[config.mk]
export PLATFORM = sky130hd
export DESIGN_NAME = slo_ctrl
export DESIGN_NICKNAME = d
export VERILOG_FILES = /design/src/slo_pkg.sv /design/src/slo_ctrl.sv
export SDC_FILE = /design/constraint.sdc
export NUM_CORES = 1
export LEC_CHECK = 0
export BUFFER_PORTS_ARGS = -buffer_cell sky130_fd_sc_hd__buf_2
export CAP_MARGIN = 0
export CORE_AREA = 4 4 169 171
export DETAILED_ROUTE_END_ITERATION = 12
export DIE_AREA = 0 0 173 175
export GPL_ROUTABILITY_DRIVEN = 1
export GPL_TIMING_DRIVEN = 1
export PLACE_DENSITY_LB_ADDON = 0.25
export RECOVER_POWER = 25
export SETUP_SLACK_MARGIN = 0.5
export SLEW_MARGIN = 20
export SYNTH_ARGS = -nofsm -noshare
export SYNTH_HDL_FRONTEND = slang
export SYNTH_SLANG_ARGS = --single-unit
[constraint.sdc]
create_clock -name core_clk -period 4.66 [get_ports core_clk]
set_clock_uncertainty 0.2 [all_clocks]
set_input_delay 0.466 -clock core_clk [delete_from_list [all_inputs] [get_ports core_clk]]
set_output_delay 0.466 -clock core_clk [all_outputs]
set_load 0.02 [all_outputs]
[src/slo_pkg.sv]
// constants, types and blink table for the indicator-one controller
package slo_pkg;

  // ***********************************************************
  // timing
  // ***********************************************************
  localparam int unsigned CLK_PERIOD_NS  = 40;
  localparam int unsigned MS_TICK_NS     = 1000000;
  localparam int unsigned MS_TICK_CYCLES = MS_TICK_NS / CLK_PERIOD_NS;
  localparam int unsigned ACT_HOLD_MS    = 10;
  // one extra tick since the first tick may come at once
  localparam logic [3:0]  ACT_HOLD_TICKS = 4'(ACT_HOLD_MS + 1);

  // ***********************************************************
  // register indexes, byte address is four times the index
  // ***********************************************************
  localparam logic [15:0] REG_COMCON_IDX = 16'h40c1;
  localparam logic [15:0] REG_BLCON_IDX  = 16'h40c2;
  localparam logic [15:0] REG_CON1_IDX   = 16'h40c3;
  localparam logic [15:0] REG_STAT_IDX   = 16'h40c4;

  localparam logic [15:0] COMCON_RESET = 16'h0000;
  localparam logic [15:0] COMCON_WMASK = 16'h0200;
  localparam logic [15:0] BLCON_RESET  = 16'hec70;
  localparam logic [15:0] BLCON_WMASK  = 16'hfff0;
  localparam logic [15:0] CON1_RESET   = 16'h0310;
  localparam logic [15:0] CON1_WMASK   = 16'hfffe;

  // ***********************************************************
  // field positions
  // ***********************************************************
  localparam int unsigned COM_DUTY_INV   = 9;
  localparam int unsigned BL_FSEL1_LSB   = 8;
  localparam int unsigned BL_FSEL2_LSB   = 4;
  localparam int unsigned C1_OVR_EN      = 15;
  localparam int unsigned C1_OVR_ST_LSB  = 13;
  localparam int unsigned C1_ACT_POLICY  = 12;
  localparam int unsigned C1_FDX_ON      = 11;
  localparam int unsigned C1_HDX_ON      = 10;
  localparam int unsigned C1_TX_BLK      = 9;
  localparam int unsigned C1_RX_BLK      = 8;
  localparam int unsigned C1_TX_ON       = 7;
  localparam int unsigned C1_RX_ON       = 6;
  localparam int unsigned C1_FAST_ON     = 5;
  localparam int unsigned C1_SLOW_ON     = 4;
  localparam int unsigned C1_COL_BLK     = 3;
  localparam int unsigned C1_FAST_BLK    = 2;
  localparam int unsigned C1_SLOW_BLK    = 1;

  // ***********************************************************
  // types
  // ***********************************************************
  typedef struct packed {
    logic link_up;
    logic speed_100;
    logic full_duplex;
    logic tx_active;
    logic rx_active;
    logic collision;
  } slo_status_t;

  typedef enum logic [1:0] {
    SLO_OFF, SLO_ON, SLO_BLINK1, SLO_BLINK2
  } slo_mode_t;

  typedef struct packed {
    logic [13:0] period_ms;
    logic [13:0] off_ms;
  } slo_blink_t;

  // period and off time per frequency code, in ms
  function automatic slo_blink_t slo_blink_shape(input logic [3:0] code);
    case (code)
      4'h0:    slo_blink_shape = '{14'd10000, 14'd600};
      4'h1:    slo_blink_shape = '{14'd9400, 14'd658};
      4'h2:    slo_blink_shape = '{14'd8000, 14'd640};
      4'h3:    slo_blink_shape = '{14'd7400, 14'd666};
      4'h4:    slo_blink_shape = '{14'd6000, 14'd660};
      4'h5:    slo_blink_shape = '{14'd4000, 14'd320};
      4'h6:    slo_blink_shape = '{14'd3000, 14'd330};
      4'h7:    slo_blink_shape = '{14'd2000, 14'd320};
      4'h8:    slo_blink_shape = '{14'd1000, 14'd160};
      4'h9:    slo_blink_shape = '{14'd1000, 14'd160};
      4'ha:    slo_blink_shape = '{14'd500, 14'd250};
      4'hb:    slo_blink_shape = '{14'd333, 14'd166};
      4'hc:    slo_blink_shape = '{14'd250, 14'd125};
      4'hd:    slo_blink_shape = '{14'd167, 14'd83};
      4'he:    slo_blink_shape = '{14'd125, 14'd62};
      default: slo_blink_shape = '{14'd100, 14'd50};
    endcase
  endfunction

endpackage

[src/slo_ctrl.sv]
// indicator-one control with avalon-mm register slave
//
// Implementation choice: register access over Avalon-MM.
`timescale 1ns/1ns
`default_nettype none

// Summary of operation
// RULE_01: bits 7:4 of the blink control register pick the mode-2 blink rate, reset code 7.
// RULE_02: code 7 blinks once every two seconds with about sixteen percent off time.
// RULE_03: bit 15 of the control register puts the indicator in force mode.
// RULE_04: in force mode bits 14:13 give 11 blink mode 2, 10 blink mode 1, 01 on, 00 off.
// RULE_05: bit 12 lets traffic blink the indicator always, or only when it was on.
// RULE_06: bit 11 lights the indicator on a full duplex link when nothing blinks.
// RULE_07: bit 10 lights the indicator on a half duplex link when nothing blinks.
// RULE_08: bit 9 blinks at mode 2 on transmit traffic when force or a duplex or speed on-condition (bits 11, 10, 5, 4) is enabled.
// RULE_09: bit 8 blinks at mode 2 on receive traffic under the same qualification.
// RULE_10: bit 7 lights the indicator on transmit traffic for at least ten ms.
// RULE_11: bit 6 lights the indicator on receive traffic for at least ten ms.
// RULE_12: bit 5 lights the indicator on a 100 Mbps link when nothing blinks.
// RULE_13: bit 4 lights the indicator on a 10 Mbps link when nothing blinks, default set.
// RULE_14: bit 3 blinks the indicator on collisions while the link is up.
// RULE_15: bit 2 blinks the indicator while the link is up at 100 Mbps.
// RULE_16: bit 1 blinks the indicator while the link is up at 10 Mbps.
// RULE_17: blink beats on, force beats everything, and with nothing active it is off.
module slo_ctrl #(
  parameter int unsigned MS_TICK = slo_pkg::MS_TICK_CYCLES
) (
  // clock and reset
  input  wire logic                 core_clk,
  input  wire logic                 srst,
  // avalon-mm slave, byte addressed
  input  wire logic [17:0]          avs_address,
  input  wire logic                 avs_read,
  input  wire logic                 avs_write,
  input  wire logic [31:0]          avs_writedata,
  input  wire logic [3:0]           avs_byteenable,
  output var  logic [31:0]          avs_readdata,
  output var  logic                 avs_waitrequest,
  // link status from the phy core
  input  wire slo_pkg::slo_status_t phy_status,
  // indicator drive, high is lit
  output var  logic                 indicator_one
);
  import slo_pkg::*;

  localparam int unsigned TW = $clog2(MS_TICK + 1);

  // ***********************************************************
  // register bus
  // ***********************************************************
  logic [15:0] comcon_q;
  logic [15:0] blcon_q;
  logic [15:0] con1_q;
  logic [15:0] rd_mux;
  logic [15:0] reg_idx;
  logic [1:0]  hold_live;
  logic        ind_q;

  assign reg_idx = avs_address[17:2];

  function automatic logic [15:0] merge16(input logic [15:0] old,
                                          input logic [31:0] wd,
                                          input logic [3:0]  be,
                                          input logic [15:0] msk);
    logic [15:0] nv;
    nv = old;
    if (be[0]) nv[7:0] = wd[7:0];
    if (be[1]) nv[15:8] = wd[15:8];
    merge16 = (nv & msk) | (old & ~msk);
  endfunction

  always_comb begin
    case (reg_idx)
      REG_COMCON_IDX: rd_mux = comcon_q;
      REG_BLCON_IDX:  rd_mux = blcon_q;
      REG_CON1_IDX:   rd_mux = con1_q;
      REG_STAT_IDX:   rd_mux = {8'h00, 2'b00, hold_live,
                                phy_status.full_duplex,
                                phy_status.speed_100,
                                phy_status.link_up, ind_q};
      default:        rd_mux = 16'h0000;
    endcase
  end

  // one wait cycle for every access, then the answer for one cycle
  always_ff @(posedge core_clk) begin
    if (srst) begin
      avs_waitrequest <= 1'b1;
      avs_readdata    <= 32'h0000_0000;
    end else if ((avs_read || avs_write) && avs_waitrequest) begin
      avs_waitrequest <= 1'b0;
      if (avs_read) begin
        avs_readdata <= {16'h0000, rd_mux};
      end
    end else begin
      avs_waitrequest <= 1'b1;
    end
  end

  // writes land on the edge where waitrequest is seen low
  always_ff @(posedge core_clk) begin
    if (srst) begin
      comcon_q <= COMCON_RESET;
      blcon_q  <= BLCON_RESET; // RULE_01
      con1_q   <= CON1_RESET;
    end else if (avs_write && !avs_waitrequest) begin
      case (reg_idx)
        REG_COMCON_IDX: comcon_q <= merge16(comcon_q, avs_writedata,
                                            avs_byteenable, COMCON_WMASK);
        REG_BLCON_IDX:  blcon_q  <= merge16(blcon_q, avs_writedata,
                                            avs_byteenable, BLCON_WMASK);
        REG_CON1_IDX:   con1_q   <= merge16(con1_q, avs_writedata,
                                            avs_byteenable, CON1_WMASK);
        default: ;
      endcase
    end
  end

  // ***********************************************************
  // millisecond tick
  // ***********************************************************
  logic [TW-1:0] tick_cnt_q;
  logic          ms_tick_q;

  always_ff @(posedge core_clk) begin
    if (srst) begin
      tick_cnt_q <= '0;
      ms_tick_q  <= 1'b0;
    end else begin
      ms_tick_q <= (tick_cnt_q == TW'(MS_TICK - 1));
      if (tick_cnt_q == TW'(MS_TICK - 1)) begin
        tick_cnt_q <= '0;
      end else begin
        tick_cnt_q <= tick_cnt_q + 1'b1;
      end
    end
  end

  // ***********************************************************
  // blink generators, index 0 is mode 1 and index 1 is mode 2
  // ***********************************************************
  logic [3:0]  fsel [2];
  logic [13:0] bl_cnt_q [2];
  logic [1:0]  bl_lit;
  slo_blink_t  shape [2];

  assign fsel[0] = blcon_q[BL_FSEL1_LSB +: 4];
  assign fsel[1] = blcon_q[BL_FSEL2_LSB +: 4]; // RULE_01

  for (genvar g = 0; g < 2; g++) begin : g_blink
    assign shape[g] = slo_blink_shape(fsel[g]); // RULE_02
    // off time sits at the end of each period; duty inversion swaps it
    assign bl_lit[g] = (bl_cnt_q[g] < (shape[g].period_ms -
                        shape[g].off_ms)) ^ comcon_q[COM_DUTY_INV];
    always_ff @(posedge core_clk) begin
      if (srst) begin
        bl_cnt_q[g] <= 14'd0;
      end else if (ms_tick_q) begin
        // a rate change mid-period may leave the count past the end
        if (bl_cnt_q[g] >= shape[g].period_ms - 14'd1) begin
          bl_cnt_q[g] <= 14'd0;
        end else begin
          bl_cnt_q[g] <= bl_cnt_q[g] + 14'd1;
        end
      end
    end
  end

  // ***********************************************************
  // activity stretch, index 0 transmit and index 1 receive
  // ***********************************************************
  logic [1:0] act_in;
  logic [3:0] hold_q [2];

  assign act_in = {phy_status.rx_active, phy_status.tx_active};

  for (genvar a = 0; a < 2; a++) begin : g_hold
    assign hold_live[a] = (hold_q[a] != 4'd0);
    always_ff @(posedge core_clk) begin
      if (srst) begin
        hold_q[a] <= 4'd0;
      end else if (act_in[a]) begin
        hold_q[a] <= ACT_HOLD_TICKS; // RULE_10 RULE_11
      end else if (ms_tick_q && hold_live[a]) begin
        hold_q[a] <= hold_q[a] - 4'd1;
      end
    end
  end

  // ***********************************************************
  // indicator decision
  // ***********************************************************
  logic      link;
  logic      fast;
  logic      slow;
  logic      stat_blink;
  logic      on_cond;
  logic      act_qual;
  logic      act_seen;
  logic      act_blink;
  logic      over_en;
  logic      lit_d;
  slo_mode_t mode_d;

  assign link = phy_status.link_up;
  assign fast = link && phy_status.speed_100;
  assign slow = link && !phy_status.speed_100;
  assign over_en = con1_q[C1_OVR_EN];

  assign stat_blink = (con1_q[C1_COL_BLK] && link &&
                       phy_status.collision) ||          // RULE_14
                      (con1_q[C1_FAST_BLK] && fast) ||   // RULE_15
                      (con1_q[C1_SLOW_BLK] && slow);     // RULE_16

  assign on_cond =
    (con1_q[C1_FDX_ON] && link && phy_status.full_duplex) ||  // RULE_06
    (con1_q[C1_HDX_ON] && link && !phy_status.full_duplex) || // RULE_07
    (con1_q[C1_FAST_ON] && fast) ||                           // RULE_12
    (con1_q[C1_SLOW_ON] && slow) ||                           // RULE_13
    (con1_q[C1_TX_ON] && link && hold_live[0]) ||             // RULE_10
    (con1_q[C1_RX_ON] && link && hold_live[1]);               // RULE_11

  assign act_qual = over_en || con1_q[C1_FDX_ON] || con1_q[C1_HDX_ON] ||
                    con1_q[C1_FAST_ON] || con1_q[C1_SLOW_ON];
  assign act_seen = link && act_qual &&
                    ((con1_q[C1_TX_BLK] && hold_live[0]) ||   // RULE_08
                     (con1_q[C1_RX_BLK] && hold_live[1]));    // RULE_09
  // policy clear: traffic only blinks an indicator that is lit
  assign act_blink = act_seen &&
                     (con1_q[C1_ACT_POLICY] || on_cond);      // RULE_05

  always_comb begin
    if (over_en) begin // RULE_03
      case (con1_q[C1_OVR_ST_LSB +: 2]) // RULE_04
        2'b11:   mode_d = SLO_BLINK2;
        2'b10:   mode_d = SLO_BLINK1;
        2'b01:   mode_d = SLO_ON;
        default: mode_d = SLO_OFF;
      endcase
    end else if (stat_blink || act_blink) begin // RULE_17
      mode_d = SLO_BLINK2;
    end else if (on_cond) begin
      mode_d = SLO_ON;
    end else begin
      mode_d = SLO_OFF;
    end
  end

  always_comb begin
    case (mode_d)
      SLO_ON:     lit_d = 1'b1;
      SLO_BLINK1: lit_d = bl_lit[0];
      SLO_BLINK2: lit_d = bl_lit[1];
      default:    lit_d = 1'b0;
    endcase
  end

  always_ff @(posedge core_clk) begin
    if (srst) begin
      ind_q <= 1'b0;
    end else begin
      ind_q <= lit_d;
    end
  end

  assign indicator_one = ind_q;
endmodule

`default_nettype wire

==> summary.md <==
| Metric | Value |
|---|---|
| Peak supply drop | `0.2254 mV` |
| DR WL/cell | `14.52 um` |
| R2R Setup Slk | `0.70 ns` |
| Final slew viol count | `42` |
| Switching Fraction | `26.05%` |
| DR iter-0 viols | `344` |
| Routed WL | `21450 um` |
| Area of the core | `0.02688 mm^2` |
| Htree depth | `4` |
| Clock-pin slew on the worst setup and hold paths | `0.07 ns` |
| RR Endpoint | `indicator_one$_SDFF_PP0_` |
| Final ANT Viol Nets | `0` |
| Vias | `7475` |
| Failing checks | `max-capacitance violations, max-slew violations` |
| Vias in the first global route | `7264` |
| Internal cell power | `2141 uW` |
| Least-Margin Pin Slew | `2.084 ns` |
| Most numerous cell in the Yosys netlist | `nor2_1` |
| CP Capture Type | `flop` |
| Hpwl dp | `16610 um` |
| Layout net count | `1284` |
| Async set-reset flop share out of synthesis | `0%` |
| First-pass GRT wire length | `35850 um` |
| Die H | `175 um` |
| GPL Wtd Cong | `0.8182` |
| Status | `finished with violations` |
| Top cells by area, synth | `dfxtp_1 (23%), ha_1 (13%), edfxtp_1 (12%)` |
| Initial core utilization | `34.83%` |
| DIE AREA | `0.03028 mm^2` |
| Pwr dens | `274.6 mW/mm^2` |
| Seq/Total Area, Yosys | `34.65%` |
| Placement row count | `60` |
| Placed cells | `1445` |
| End point of the critical path | `shape[1]$_DFF_P_` |
| Number of buffers created by CTS | `17` |
| Sequential power share | `45.8%` |
| I/O Pins | `98` |
| Slew margin rel. | `-38.91%` |
| Fin crit share | `85.24%` |
| Total track usage | `14.08%` |
| Crit path from | `avs_address[10]` |
| Yosys Warn Count | `0` |
| Area growth syn-to-layout | `12.65%` |
| Initial antenna violation count | `1` |
| Post-CTS setup buffers | `0` |
| Clk root buf | `clkbuf_16` |
| DIE WIDTH | `173 um` |
| Yosys top cell area share | `23.10%` |
| Clock sink count | `144` |
| Clock power frac | `48.4%` |
| CTS tree | `built` |
| Diodes inserted | `0` |
| Vias per Instance | `5.061` |
| Tightest Hold Check Type | `input pin to flop` |
| Crit path kind | `input pin to flop` |
| Peak Freq | `0.2518 GHz` |
| Cell taking the most area after synthesis | `dfxtp_1` |
| Final setup vio count | `0` |
| Worst Path Required | `4.77 ns` |
| NetSw | `754.1 uW` |
| CP startpoint kind | `input pin` |
| CTS Buffer Depth | `2` |
| Finished Layout Cells | `1477` |
| Gate count after technology mapping | `1067` |
| Critical Path AT | `4.08 ns` |
| Final Hold Fails | `0` |
| Worst R2R Start | `shape[1]$_DFF_P_` |
| Setup TNS | `0 ns` |
| Clk_lat worst skew | `0.43 ns` |
| R2R depth | `19` |
| Number of port buffers | `60` |
| Final core utilization | `39.23%` |
| Initial DRT Pass Iterations | `5` |
| Max Cap Viol | `2` |
| Most frequent cells after synthesis | `nor2_1 (144), dfxtp_1 (108), nand2_1 (97)` |
| Final min period | `3.972 ns` |
| EDFF count, synth | `36` |
| Mapped Area | `0.009360 mm^2` |
| Critical-path maximum fanout | `12` |
| Mean Syn Cell Area | `8.772 um^2` |
| Count of cell types in the netlist | `68` |
| Comb pwr share | `5.8%` |
| Unrepaired setup endpoints after global routing | `no` |
| Flops & latches, synth | `144` |
| Gr ovfl total | `0` |
| Pleak | `0.004182 uW` |
| Pin count of the biggest net entering global routing | `32` |
| Hold buffer count at CTS | `0` |
| Residual DRC | `0` |
| Tot Pwr | `2895 uW` |
| Top_reg_cell synth | `dfxtp_1` |
| Share of post-route cells with drive strength above 1 | `10.48%` |
==> logic make-up (layout without fill, tap and decap cells) <==
kind of cell | after synthesis | after routing | share of synthesized area [%]
fa+ha+maj | 97 | 97 | 13.13
flops | 144 | 144 | 34.65
buf+inv | 99 | 153 | 4.892
other cells | 1 | 16 | 0.04006
compound gates | 178 | 178 | 12.47
simple gates | 416 | 416 | 21.60
xor+xnor | 81 | 81 | 7.579
mux | 51 | 51 | 5.641
==> final cells by class <==
cell class,instances,area [um^2]
multi-input combinational,839,5732
clock inverter,15,181.4
clock buffer,17,425.4
sequential,144,3243
fill,2703,16330
inverter,51,191.4
timing repair buffer,70,344.1
tap,341,426.7
==> metal layers <==
metal | global-route usage (%) | wire length [um] | vias up
li1 | - | - | 3856
met1 | 18.94 | 10600 | 3452
met2 | 23.13 | 9718 | 138
met3 | 2.640 | 757 | 27
met4 | 4.157 | 357 | 2
met5 | 0 | 13 | -
==> worst max-delay path: stages <==
cell and delay, ns:
buf_2 0.11, nor4b_4 0.35, nand4_4 0.18, nor3_1 1.34, mux2i_1 0.46, inv_1 0.34
ha_1 0.28, nand2_1 0.09, and3_1 0.22, or2_1 0.24
==> flip-flops by register name, indices dropped and copies added (netlist names), 8 cells and up <==
register / flops
tick_cnt_q: 15
shape: 46
hold_q: 8
blcon_q: 12
con1_q: 15
avs_readdata: 16
bl_cnt_q: 28
==> cells in the final DEF (no fill, tap or decap), drive strengths merged, types with 7 or more instances in the layout <==
master  instances
o21a           13
conb           16
nand3          35
nor2          147
edfxtp         36
o211ai         13
nand2b         12
mux2           14
xnor2          41
nand4          12
and3           11
xor2           40
dfxtp         108
nor3           37
a21o            7
inv            62
buf            49
nand3b          8
a211oi          9
clkbuf         38
a21oi          45
o21ai          34
nand2          97
nor2b          13
nor4           15
ha             95
a22oi          20
mux2i          37
==> worst min path at each step <==
stage,startpoint,depth (start not counted),slack (ns),to
after floorplan,tick_cnt_q[0]$_SDFF_PP0_,1,0.22,tick_cnt_q[0]$_SDFF_PP0_
after global placement,tick_cnt_q[0]$_SDFF_PP0_,1,0.24,tick_cnt_q[0]$_SDFF_PP0_
after detailed placement,tick_cnt_q[0]$_SDFF_PP0_,1,0.25,tick_cnt_q[0]$_SDFF_PP0_
after CTS,avs_read,2,0.04,avs_waitrequest$_SDFF_PP1_
after global routing,avs_read,2,0.05,avs_waitrequest$_SDFF_PP1_
final,avs_read,2,0.06,avs_waitrequest$_SDFF_PP1_
==> what timing repair did <==
item,in CTS,in global routing
pin swaps,0,3
endpoints found under the setup margin,1,1
resized for setup,1,5
gates cloned,0,0
==> power by group through the flow <==
stage	combinational [uW]	clock (uW)	sequential (uW)
after global placement	167	0	1350
after global routing	190	1490	1330
after detailed placement	169	0	1350
final	169	1400	1320
after CTS	170	1430	1320
after floorplan	125	0	1340
==> stage by stage <==
step	cell area [um^2]	hold slack (ns)	setup slack, ns
final	10540	0.05921	0.6880
after global routing	10540	0.04724	0.4570
after CTS	10570	0.04479	0.5962
after detailed placement	9962	0.2460	0.5149
after global placement	9962	0.2353	0.5335
after floorplan	9417	0.2176	1.025
Power figures use the tool's default switching activity.
